--- config.mk ---
export PLATFORM = sky130hd
export DESIGN_NAME = lsg_top
export DESIGN_NICKNAME = d
export VERILOG_FILES = /design/src/core/lsg_pkg.sv /design/src/core/lsg_reg_if.sv /design/src/core/lsg_ahb_front.sv /design/src/core/lsg_sticky_bank.sv /design/src/core/lsg_top.sv
export SDC_FILE = /design/constraint.sdc
export NUM_CORES = 1
export LEC_CHECK = 0
export ABC_AREA = 1
export BUFFER_PORTS_ARGS = -buffer_cell sky130_fd_sc_hd__buf_2
export CORE_MARGIN = 1
export CORE_UTILIZATION = 30
export CTS_CLUSTER_SIZE = 28
export DETAILED_ROUTE_END_ITERATION = 10
export GPL_ROUTABILITY_DRIVEN = 1
export PLACE_DENSITY_LB_ADDON = 0.1
export SLEW_MARGIN = 20
export SYNTH_ARGS = -nofsm -noshare
export SYNTH_HDL_FRONTEND = slang
export SYNTH_SLANG_ARGS = --single-unit
export TNS_END_PERCENT = 5
--- constraint.sdc ---
create_clock -name clock_in -period 4.2 [get_ports clock_in]
set_input_delay 1.05 -clock clock_in [delete_from_list [all_inputs] [get_ports clock_in]]
set_output_delay 1.05 -clock clock_in [all_outputs]
set_load 0.01 [all_outputs]
--- src/core/lsg_pkg.sv ---
// ==========================================================
// Shared constants of the link self-test global control
package lsg_pkg;
   // Port count and the ports that exist (bit 1 has no port)
   localparam int         PORTS      = 8;
   localparam logic [7:0] PORT_MASK  = 8'hfd;
   // Register indices; byte address is four times the index
   localparam int         IDX_W      = 10;
   localparam logic [9:0] IDX_DONE   = 10'h394;
   localparam logic [9:0] IDX_ERR    = 10'h395;
   localparam logic [9:0] IDX_START  = 10'h398;
   localparam logic [9:0] IDX_ISTAT  = 10'h3a0;
   localparam logic [9:0] IDX_IMASK  = 10'h3a1;
   // Index field inside the byte address
   localparam int         IDX_LSB    = 2;
   // Values after reset
   localparam logic [7:0]  RST_START = 8'h00;
   localparam logic [7:0]  RST_DONE  = 8'h00;
   localparam logic [7:0]  RST_ERR   = 8'h00;
   localparam logic [15:0] RST_IRQ   = 16'h0000;
   // Interrupt field layout: done events low, fault events high
   localparam int         IRQ_W      = 16;
   localparam int         IRQ_FAULT  = 8;
   // Bus encodings
   localparam logic [1:0] HTRANS_NONSEQ = 2'b10;
   localparam logic       HRESP_OKAY    = 1'b0;
endpackage : lsg_pkg

--- src/core/lsg_reg_if.sv ---
`timescale 1ns/1ps
`default_nettype none
// ==========================================================
// Register access carrier between bus front end and registers
interface lsg_reg_if;
   logic        wr_en;    // Write applies at this edge
   logic [9:0]  wr_idx;   // Register index of the write
   logic [31:0] wr_data;  // Write data
   logic        rd_en;    // Read address phase taken
   logic [9:0]  rd_idx;   // Register index of the read
   // Bus front end drives, register file listens
   modport front (output wr_en, wr_idx, wr_data, rd_en, rd_idx);
   modport regs  (input  wr_en, wr_idx, wr_data, rd_en, rd_idx);
endinterface : lsg_reg_if
`default_nettype wire

--- src/core/lsg_ahb_front.sv ---
`timescale 1ns/1ps
`default_nettype none
// ==========================================================
// AHB-Lite address phase capture, zero wait states
module lsg_ahb_front #(
   parameter int ADDR_W = 12
) (
   // Clock and reset
   input  wire logic              clock_in,
   input  wire logic              reset_in,
   // Bus address and data phase
   input  wire logic              hsel_in,
   input  wire logic [ADDR_W-1:0] haddr_in,
   input  wire logic [1:0]        htrans_in,
   input  wire logic              hwrite_in,
   input  wire logic              hready_in,
   input  wire logic [31:0]       hwdata_in,
   // Register side
   lsg_reg_if.front               reg_if
);
   logic       take;        // Address phase accepted
   logic       wr_q, wr_d;  // Write waits for its data phase
   logic [9:0] idx_q, idx_d;
   logic [9:0] idx_now;     // Index of the current address

   // ==========================================================
   // Decode
   always_comb begin
      take    = hsel_in && hready_in && htrans_in[1];
      idx_now = haddr_in[lsg_pkg::IDX_LSB +: lsg_pkg::IDX_W];
      wr_d    = take && hwrite_in;
      idx_d   = take ? idx_now : idx_q;
   end

   // Pending write capture
   always_ff @(posedge clock_in) begin
      if (reset_in) begin
         wr_q  <= 1'b0;
         idx_q <= 10'h000;
      end else begin
         wr_q  <= wr_d;
         idx_q <= idx_d;
      end
   end

   assign reg_if.wr_en   = wr_q;
   assign reg_if.wr_idx  = idx_q;
   assign reg_if.wr_data = hwdata_in;
   assign reg_if.rd_en   = take && !hwrite_in;
   assign reg_if.rd_idx  = idx_now;
endmodule : lsg_ahb_front
`default_nettype wire

--- src/core/lsg_sticky_bank.sv ---
`timescale 1ns/1ps
`default_nettype none
// ==========================================================
// Sticky flags: hardware sets, write of one clears, set wins
module lsg_sticky_bank #(
   parameter int W = 8
) (
   // Clock and reset
   input  wire logic         clock_in,
   input  wire logic         reset_in,
   // Events and clears
   input  wire logic [W-1:0] set_in,
   input  wire logic [W-1:0] clr_in,
   // Flag state
   output logic      [W-1:0] flags_out,
   output logic      [W-1:0] flags_d_out
);
   logic [W-1:0] flags_q;  // Sticky flags

   // Next value; an event in the clear cycle is kept
   always_comb begin
      flags_d_out = (flags_q & ~clr_in) | set_in;
   end

   // Flag register
   always_ff @(posedge clock_in) begin
      if (reset_in) flags_q <= '0;
      else          flags_q <= flags_d_out;
   end

   assign flags_out = flags_q;
endmodule : lsg_sticky_bank
`default_nettype wire

--- src/core/lsg_top.sv ---
`timescale 1ns/1ps
`default_nettype none
module lsg_top #(
   parameter int ADDR_W = 12
) (
   // Clock and reset
   input  wire logic              clock_in,
   input  wire logic              reset_in,
   // AHB-Lite slave
   input  wire logic              hsel_in,
   input  wire logic [ADDR_W-1:0] haddr_in,
   input  wire logic [1:0]        htrans_in,
   input  wire logic              hwrite_in,
   input  wire logic [2:0]        hsize_in,
   input  wire logic              hready_in,
   input  wire logic [31:0]       hwdata_in,
   output logic      [31:0]       hrdata_out,
   output logic                   hreadyout_out,
   output logic                   hresp_out,
   // Per-port self-test engines
   output logic      [7:0]        go_port_out,
   input  wire logic [7:0]        engine_done_in,
   input  wire logic [7:0]        engine_fault_in,
   // Interrupt
   output logic                   irq_out
);
   // ==========================================================
   // Elaboration checks
   generate
      // Index field must fit inside the byte address
      if (ADDR_W < 12) begin : g_bad_addr
         $error("ADDR_W must cover the register indices");
      end
   endgenerate

   // ==========================================================
   // Decoding helpers
   // Write hit on one register index
   function automatic logic wr_hit(input logic en, input logic [9:0] idx,
                                   input logic [9:0] want);
      wr_hit = en && (idx == want);
   endfunction

   // ==========================================================
   // Internal signals
   lsg_reg_if reg_if ();                  // Bus to registers
   logic [7:0]  start_q, start_d;          // Start bits
   logic [7:0]  done_q, done_d;            // Completion bits
   logic [7:0]  go_q, go_d;                // Launch pulses
   logic [15:0] imask_q, imask_d;          // Interrupt mask
   logic [31:0] rdata_q, rdata_d;          // Read data
   logic        irq_q, irq_d;              // Interrupt level
   logic        ready_q;                   // Bus ready
   logic [7:0]  start_hit;                 // Ports launched now
   logic [7:0]  fault_set;                 // Fault events
   logic [7:0]  fault_clr;                 // Fault clears
   logic [7:0]  done_set;                  // Completion events
   logic [7:0]  err_q, err_d;              // Error flags
   logic [15:0] istat_q, istat_d;          // Interrupt status
   logic [15:0] istat_clr;                 // Interrupt clears

   // ==========================================================
   // Bus front end
   // Address phase captured here; a write applies one cycle later
   lsg_ahb_front #(.ADDR_W(ADDR_W)) u_front (
      .clock_in  (clock_in),
      .reset_in  (reset_in),
      .hsel_in   (hsel_in),
      .haddr_in  (haddr_in),
      .htrans_in (htrans_in),
      .hwrite_in (hwrite_in),
      .hready_in (hready_in),
      .hwdata_in (hwdata_in),
      .reg_if    (reg_if)
   );

   // ==========================================================
   // Start bits and launch pulses
   always_comb begin
      start_hit = 8'h00;
      start_d   = start_q;
      // One write launches every selected port in one cycle
      if (wr_hit(reg_if.wr_en, reg_if.wr_idx, lsg_pkg::IDX_START)) begin
         start_d   = reg_if.wr_data[7:0] & lsg_pkg::PORT_MASK;
         start_hit = reg_if.wr_data[7:0] & lsg_pkg::PORT_MASK;
      end
      // A zero only stores; nothing is sent to the engine
      go_d = start_hit;
   end

   // Start register and pulse register
   always_ff @(posedge clock_in) begin
      if (reset_in) begin
         start_q <= lsg_pkg::RST_START;
         go_q    <= 8'h00;
      end else begin
         // Pulses last exactly one cycle
         start_q <= start_d;
         go_q    <= go_d;
      end
   end

   // ==========================================================
   // Completion status
   always_comb begin
      // Finishes from ports that exist only
      done_set = engine_done_in & lsg_pkg::PORT_MASK;
      // A new start wins over a stale finish of the previous run
      done_d   = (done_q | done_set) & ~start_hit;
   end

   // Completion register
   always_ff @(posedge clock_in) begin
      if (reset_in) done_q <= lsg_pkg::RST_DONE;
      else          done_q <= done_d;
   end

   // ==========================================================
   // Error flags
   always_comb begin
      fault_set = engine_fault_in & lsg_pkg::PORT_MASK;
      fault_clr = 8'h00;
      // Ones written to the error register clear flags
      if (wr_hit(reg_if.wr_en, reg_if.wr_idx, lsg_pkg::IDX_ERR)) begin
         fault_clr = reg_if.wr_data[7:0];
      end
   end

   // Sticky error bank
   lsg_sticky_bank #(.W(lsg_pkg::PORTS)) u_err (
      .clock_in    (clock_in),
      .reset_in    (reset_in),
      .set_in      (fault_set),
      .clr_in      (fault_clr),
      .flags_out   (err_q),
      .flags_d_out (err_d)
   );

   // ==========================================================
   // Interrupt status, mask and level
   always_comb begin
      istat_clr = 16'h0000;
      imask_d   = imask_q;
      if (wr_hit(reg_if.wr_en, reg_if.wr_idx, lsg_pkg::IDX_ISTAT)) begin
         istat_clr = reg_if.wr_data[15:0];
      end
      // Mask takes the written word
      if (wr_hit(reg_if.wr_en, reg_if.wr_idx, lsg_pkg::IDX_IMASK)) begin
         imask_d = reg_if.wr_data[15:0];
      end
      // Level from next values, so it moves with the flags
      irq_d = |(istat_d & imask_d);
   end

   // Sticky interrupt bank
   lsg_sticky_bank #(.W(lsg_pkg::IRQ_W)) u_istat (
      .clock_in    (clock_in),
      .reset_in    (reset_in),
      .set_in      ({fault_set, done_set & ~start_hit}),
      .clr_in      (istat_clr),
      .flags_out   (istat_q),
      .flags_d_out (istat_d)
   );

   // Mask and interrupt registers
   always_ff @(posedge clock_in) begin
      if (reset_in) begin
         imask_q <= lsg_pkg::RST_IRQ;
         irq_q   <= 1'b0;
      end else begin
         imask_q <= imask_d;
         irq_q   <= irq_d;
      end
   end

   // ==========================================================
   // Read data; next values so a write just before is seen
   always_comb begin
      rdata_d = rdata_q;
      if (reg_if.rd_en) begin
         unique case (reg_if.rd_idx)
            lsg_pkg::IDX_START: rdata_d = {24'h000000, start_d};
            lsg_pkg::IDX_DONE:  rdata_d = {24'h000000, done_d};
            lsg_pkg::IDX_ERR:   rdata_d = {24'h000000, err_d};
            lsg_pkg::IDX_ISTAT: rdata_d = {16'h0000, istat_d};
            lsg_pkg::IDX_IMASK: rdata_d = {16'h0000, imask_d};
            // Unmapped addresses read zero
            default:            rdata_d = 32'h00000000;
         endcase
      end
   end

   // Read data and ready registers
   always_ff @(posedge clock_in) begin
      if (reset_in) begin
         rdata_q <= 32'h00000000;
         ready_q <= 1'b0;
      end else begin
         rdata_q <= rdata_d;
         // Zero wait states from the first edge after reset
         ready_q <= 1'b1;
      end
   end

   // ==========================================================
   // Outputs
   assign hrdata_out    = rdata_q;
   assign hreadyout_out = ready_q;
   // Response is always OKAY
   assign hresp_out     = lsg_pkg::HRESP_OKAY;
   assign go_port_out   = go_q;
   assign irq_out       = irq_q;

   logic st_wr, er_wr;  // Writes to start and error registers
   assign st_wr = wr_hit(reg_if.wr_en, reg_if.wr_idx, lsg_pkg::IDX_START);
   assign er_wr = wr_hit(reg_if.wr_en, reg_if.wr_idx, lsg_pkg::IDX_ERR);
endmodule : lsg_top
`default_nettype wire

==> key figures, run 1 <==
Global routing
  • Vias in the first global route: roughly 3,800
  • Initial antenna violation count: 0
  • Total gr overflow: 0
  • First-pass GRT wire length: 20.13 mm
  • GRT Util Overall: 17.83%
  • Largest net degree at the start of global routing: 38

Setup path
  • CP Capture Point: hrdata_out[1]$_SDFFE_PP0P_
  • CP arrival: around 2.9 ns
  • Critical path class: primary input to flip-flop
  • Worst EP required: 4.48 ns
  • R2r worst-path depth: 8
  • CP Max Fanout: 17
  • R2R Setup Slk: ~1.7 ns
  • Worst reg2reg path endpoint: hrdata_out[1]$_SDFFE_PP0P_
  • Crit path launch type: primary input
  • CP startpoint: hsel_in
  • R2r startpoint: u_front.reg_if.wr_idx[7]$_SDFFE_PP0P_
  • CP Capture Type: flip-flop

Clock tree
  • Post-CTS sizing: 0
  • Hold buffer count at cts: 0
  • Total CTS buffers: 9
  • Worst skew pair latency: between 0.3 and 0.4 ns
  • Post-CTS setup buffers: 0
  • CTS tree: built
  • CTS max path bufs: 2
  • Number of clock sinks: 91
  • Clk slew on worst S/H paths: around 0.06 ns
  • CTS H-tree depth: 3
  • Root Buffer: clkbuf_16

Floorplanning
  • Vert. Die Dim: roughly 120 um
  • Die footprint: about 15,000 sq um
  • Area of the core: ~15,000 sq um
  • # rows: 44
  • Die width: approximately 120 um
  • Initial core utilization: 30.82%
  • I/O pins: about 110

Final layout
  • Inserted Diodes: 0
  • Area Growth Syn to Fin: 16.48%
  • Filler cells: 1,607
  • Final net count: between 700 and 800
  • Proportion of layout cells with a drive suffix above 1: 21.06%

Detailed routing
  • Routed Antenna Nets: 0
  • Pre-antenna DRT Iters: 4
  • Vias per cell: between 4 and 5
  • Initial DRC count: just under 200
  • WL final: about 13 mm
  • Vias: roughly 4,200
  • DRC Markers: 0
  • Wire per inst: about 14 um

Timing
  • Worst slew margin: 42.13%
  • Final Max Slew Viols: 0
  • Endpoints failing hold: 0
  • FMAX: 380.5 MHz
  • Final setup violation count: 0
  • Period utilisation layout: between 60% and 70%
  • RSZ-0062 raised after global routing: no
  • Final TNS setup: 0 ns
  • Fin worst setup slack: between 1.5 and 2 ns
  • Min Tclk post-route: approximately 2.6 ns
  • Layout Skew: between 0.005 and 0.006 ns
  • Worst-Margin Slew: 0.8657 ns

Synth
  • Yosys top cell by area: dfxtp_1
  • Yosys Warn Count: 0
  • Synth top cells by count: 206 x nand2_1, 91 x dfxtp_1, 56 x a21oi_1, 56 x inv_1, 47 x nor2_1
  • EDFF count, synth: 0
  • Syn avg cell area: between 6 and 7 sq um
  • Yosys cell types: 29
  • Top_reg_cell synth: dfxtp_1
  • Async S/R FF share, synth: 0%
  • Synth area leaders: dfxtp_1 41%, nand2_1 17%, a21oi_1 6.3%
  • Synth top area share: between 40 and 50%
  • Synthesized area: 4479 sq um
  • Cells after Synth: 647
  • Top-count cell post-synth: nand2_1
  • Seq cells post-synth: 91
  • Sequential cell area fraction in the yosys report: 40.67%

Placed design
  • Dpl ws: 1.185 ns
  • HPWL after DPL: between 9 and 10 mm
  • Buffers on Ports: 70
  • GP Congestion: 0.7978

Power and ir drop
  • VDD IR max: ~0.15 mV
  • Leakage: about 0.0024 uW
  • Power density cells: between 300 and 400 nW/um^2

Worst hold path
  • Hold WC Path Type: flip-flop to flip-flop
  • Hold Crit Start: start_q[1]$_SDFF_PP0_

Job
  • Max Cap Viol: 0

Run status
  • Outcome: finished, final reports clean
-- layer usage --
layer  global-route usage, %  wire (um)
met2                   29.21       6104
met3                   3.434        442
met1                   23.07       6224
met5                       0          0
met4                   6.696        218
-- how the worst min path moves through the flow --
| stage | endpoint | slack, ns | cells past startpoint |
|---|---|---|---|
| after floorplan | u_err.flags_out[1]$_SDFF_PP0_ | 0.42 | 2 |
| after global placement | u_err.flags_out[1]$_SDFF_PP0_ | 0.43 | 2 |
| after detailed placement | start_q[1]$_SDFF_PP0_ | 0.44 | 2 |
| after CTS | start_q[1]$_SDFF_PP0_ | 0.45 | 2 |
| after global routing | u_err.flags_out[1]$_SDFF_PP0_ | 0.47 | 2 |
| final | start_q[1]$_SDFF_PP0_ | 0.45 | 2 |
-- critical path: stages --
cell and delay, ns:
buf_2 0.08, nand3_1 0.11, nor2_1 0.51, inv_2 0.34, nor2_2 0.23, buf_4 0.21, o21ai_0 0.20, a21oi_1 0.17
-- kinds of logic (layout without fill, tap and decap cells) --
family	after synthesis	after routing	share of synthesized area [%]
other	1	18	0.08372
buffers and inverters	101	154	11.01
DFF	91	91	40.67
AOI/OAI and AO/OA	94	94	10.64
and+or+nand+nor	360	360	37.60
-- stage by stage --
| stage | total power (uW) | hold slack, ns | utilization [%] | instances | instance area [sq um] |
|---|---|---|---|---|---|
| 6_report | 1870 | 0.4529 | 35.90 | 901 | 5218 |
| 5_1_grt | 1950 | 0.4671 | 35.90 | 901 | 5218 |
| 4_1_cts | 1902 | 0.4536 | 35.90 | 901 | 5218 |
| 3_5_place_dp | 1051 | 0.4421 | 33.82 | 887 | 4916 |
| 3_3_place_gp | 1049 | 0.4326 | 33.82 | 887 | 4916 |
| 2_1_floorplan | 1006 | 0.4196 | - | 664 | 4543 |
-- layout by cell type (no fill, tap or decap), types with 18 or more instances in the layout --
cell,netlist,final
nand3_2,18,18
dfxtp_1,91,91
o21ai_0,18,18
nor2_1,47,47
inv_1,56,56
a21oi_1,56,56
conb_1,1,18
nand3_1,42,42
buf_2,1,70
nand2_1,206,206
-- final cells by class --
class	count	area [sq um]	share of cell area [%]
Clock buffer	12	266.5	5.108
Sequential cell	91	1822	34.92
Clock inverter	2	35.03	0.6715
Timing Repair Buffer	76	395.4	7.578
Inverter	64	240.2	4.604
Tap cell	184	230.2	4.412
Multi-Input combinational cell	472	2228	42.71
-- sequential cells by signal, indices dropped and copies added, names as in the netlist, 7 cells and up --
register               count
done_q                     7
go_port_out                7
hrdata_out                16
imask_q                   16
start_q                    8
u_err.flags_out            8
u_front.reg_if.wr_idx     10
u_istat.flags_out         16
-- power by group --
group	leakage [uW]	internal (uW)	switching, uW	total [uW]
combinational	0.00148	43.8	91.3	135
clock	0.000151	502	337	839
sequential	0.000744	887	8.62	896
total	0.00238	1430	437	1870
Power figures use the tool's default switching activity.
==> run 2, diff against run 1 <==
--- a/config.mk
+++ b/config.mk
@@ -5,7 +5,7 @@
 export SDC_FILE = /design/constraint.sdc
 export NUM_CORES = 1
 export LEC_CHECK = 0
-export ABC_AREA = 1
+export ABC_AREA = 0
 export BUFFER_PORTS_ARGS = -buffer_cell sky130_fd_sc_hd__buf_2
 export CORE_MARGIN = 1
 export CORE_UTILIZATION = 30
==> constraint.sdc (replaced) <==
create_clock -name clock_in -period 2.5 [get_ports clock_in]
set_input_delay 0.625 -clock clock_in [delete_from_list [all_inputs] [get_ports clock_in]]
set_output_delay 0.625 -clock clock_in [all_outputs]
set_load 0.01 [all_outputs]
==> key figures, run 2 <==
Run status
  • Outcome: finished, final reports clean

Global routing
  • GRT Util Overall: 17.85% (+0.021 points)
  • Largest net degree at the start of global routing: 54 (+42%)
  • Vias in the first global route: 3,412 (-11%)
  • Total gr overflow: 0 (unchanged)
  • First-pass GRT wire length: 17.88 mm (-11%)
  • Initial antenna violation count: 0 (unchanged)

Timing
  • Worst-Margin Slew: 0.5997 ns (-0.2659 ns)
  • Fin worst setup slack: 0.09428 ns (-1.478 ns)
  • Min Tclk post-route: about 2.4 ns
  • Period utilisation layout: 96.23%
  • Final setup violation count: 0 (unchanged)
  • Final Max Slew Viols: 0 (unchanged)
  • RSZ-0062 raised after global routing: yes
  • FMAX: approximately 420 MHz
  • Worst slew margin: 59.97% (+18 points)
  • Hold_ws: 0.4437 ns (-0.009211 ns)
  • Layout Skew: 0.006173 ns (+0.0006536 ns)
  • Endpoints failing hold: 0 (unchanged)

Worst hold path
  • Hold Crit Start: u_err.flags_out[1]$_SDFF_PP0_
  • Hold WC Path Type: flip-flop to flip-flop

Job
  • Max Cap Viol: 0 (unchanged)

Clock tree
  • Number of clock sinks: 91 (unchanged)
  • Root Buffer: clkbuf_16
  • Post-CTS setup buffers: 0 (unchanged)
  • Clk slew on worst S/H paths: 0.06 ns (about the same)
  • CTS tree: built
  • CTS max path bufs: 2 (unchanged)
  • CTS H-tree depth: 3 (unchanged)
  • Worst skew pair latency: 0.34 ns (about the same)
  • Total CTS buffers: 9 (unchanged)

Synth
  • Cells after Synth: 459 (-29%)
  • Synth area leaders: dfxtp_1 46%, mux2i_1 7.1%, nor2_1 6.8%
  • Synthesized area: 3971 sq um (-11%)
  • Async S/R FF share, synth: 0% (unchanged)
  • Yosys cell types: 45 (+55%)
  • Synth top cells by count: 91 x dfxtp_1, 72 x nor2_1, 69 x nand2_1
  • Sequential cell area fraction in the yosys report: 45.87% (+5.2 points)
  • Yosys Warn Count: 0 (unchanged)
  • EDFF count, synth: 0 (unchanged)
  • Top_reg_cell synth: dfxtp_1
  • Syn avg cell area: 8.652 sq um (+25%)
  • Seq cells post-synth: 91 (unchanged)
  • Yosys top cell by area: dfxtp_1
  • Synth top area share: 45.87% (+5.2 points)
  • Top-count cell post-synth: dfxtp_1

Floorplanning
  • # rows: 41 (-6.8%)
  • Initial core utilization: 31.09% (+0.27 points)
  • Area of the core: 12,770 sq um (-12%)
  • Die width: 117.1 um (-5.7%)
  • Vert. Die Dim: 117.1 um (-5.7%)
  • Die footprint: 13,700 sq um (-11%)
  • I/O pins: 113 (unchanged)

Placed design
  • Cells after DPL: 737 (-17%)
  • GP Congestion: 0.7992 (+0.18%)
  • HPWL after DPL: 8.223 mm (-14%)
  • Buffers on Ports: 70 (unchanged)
  • Dpl ws: -0.08895 ns (-1.274 ns)

Final layout
  • Commonest non-fill, non-tap cell in the layout: dfxtp_1
  • Layout Utilization: 40.89% (+5.0 points)
  • Most frequent cells in the layout: 89 x dfxtp_1, 72 x nor2_1, 70 x buf_2
  • Non-Filler Instances: 752 (-17%)
  • Area Growth Syn to Fin: 31.51%
  • Proportion of layout cells with a drive suffix above 1: 27.76% (+6.7 points)
  • Final net count: 646 (-18%)
  • Inserted Diodes: 0 (unchanged)

Detailed routing
  • Vias per cell: 4.813 (+3.2%)
  • Wire per inst: 15.65 um (+8.5%)
  • Vias: 3,619 (-14%)
  • Routed Antenna Nets: 0 (unchanged)
  • WL final: 11.77 mm (-9.4%)
  • Pre-antenna DRT Iters: 4 (unchanged)
  • DRC Markers: 0 (unchanged)
  • Initial DRC count: 216 (+11%)

Setup path
  • CP Max Fanout: 16 (-1)
  • Crit path launch type: flip-flop
  • CP arrival: 2.61 ns (-0.30 ns)
  • Critical path class: flip-flop to flip-flop
  • CP Capture Type: flip-flop
  • R2r startpoint: u_front.reg_if.wr_idx[5]$_SDFFE_PP0P_
  • CP startpoint: u_front.reg_if.wr_idx[5]$_SDFFE_PP0P_
  • Worst EP required: 2.71 ns (-1.77 ns)

Power and ir drop
  • Leakage: 0.002224 uW (-6.5%)
  • Power density cells: 612.0 nW/um^2 (+71%)
  • Overall Power: 3196 uW (+71%)
  • VDD IR max: 0.4064 mV (+180%)
-- run 2: changes by cell type in the layout (fill, tap and decap cells not counted), sizes merged, moves of 7 or more --
cell / delta
nor4: +8
nor2: +11
nand2: -148
a211oi: +7
inv: -58
a22oi: +10
nand3: -57
o21ai: -18
a21oi: -11
and3: +10
mux2i: +28
buf: +53
-- run 2: worst paths after layout --
check | to | slack [ns] | cells past startpoint
worst min-delay path | u_err.flags_out[1]$_SDFF_PP0_ | 0.44 | 2
worst max-delay path | irq_out$_SDFF_PP0_ | 0.09 | 9
worst min register to register | u_err.flags_out[1]$_SDFF_PP0_ | 0.44 | 2
worst max register to register | irq_out$_SDFF_PP0_ | 0.09 | 9
-- run 2: power breakdown --
part | internal [uW] | leakage [uW] | switching [uW]
logic | 96.3 | 0.00133 | 140
clock network | 899 | 0.000150 | 553
registers | 1490 | 0.000744 | 18.0
-- run 2: cell type report --
cell class | count | area, sq um
inverter | 5 | 18.77
clock buffer | 13 | 250.2
tap | 172 | 215.2
clock inverter | 2 | 60.06
fill | 1326 | 7551
sequential | 91 | 1824
timing repair buffer | 129 | 818.3
multi-input combinational | 340 | 2036
-- run 2: timing repair --
action | 4_1_cts | 5_1_grt
setup endpoints to repair | 2 | 4
pin swaps | 1 | 2
hold buffers | 0 | 0
gates resized for setup | 10 | 2
-- run 2: critical path, cell delays in order, from the launching register on --
cell	delay, ns
dfxtp_1	0.33
buf_4	0.14
nand4bb_1	0.21
or4_4	0.53
buf_12	0.18
a221oi_4	0.27
o22ai_2	0.12
nor4_2	0.27
buf_4	0.15
a21oi_1	0.05
-- run 2: cell families after synthesis --
logic type,synth area share [%]
AOI/OAI and AO/OA,18.31
DFF,45.87
and+or+nand+nor,22.15
buffers and inverters,6.238
muxes,7.341
other,0.09443
-- run 2: routing by layer --
metal	GRT usage, %	share of wire [%]
met5	0	0
met4	5.738	1.5
met3	5.201	5.9
met2	29.78	47
met1	22.15	45
-- run 2: stage by stage --
stage	cell area, sq um	TNS [ns]
3_5_place_dp	4846	-0.1124
2_1_floorplan	4035	0
5_1_grt	5223	-0.07259
3_3_place_gp	4846	-0.02564
4_1_cts	5207	0
6_report	5223	0
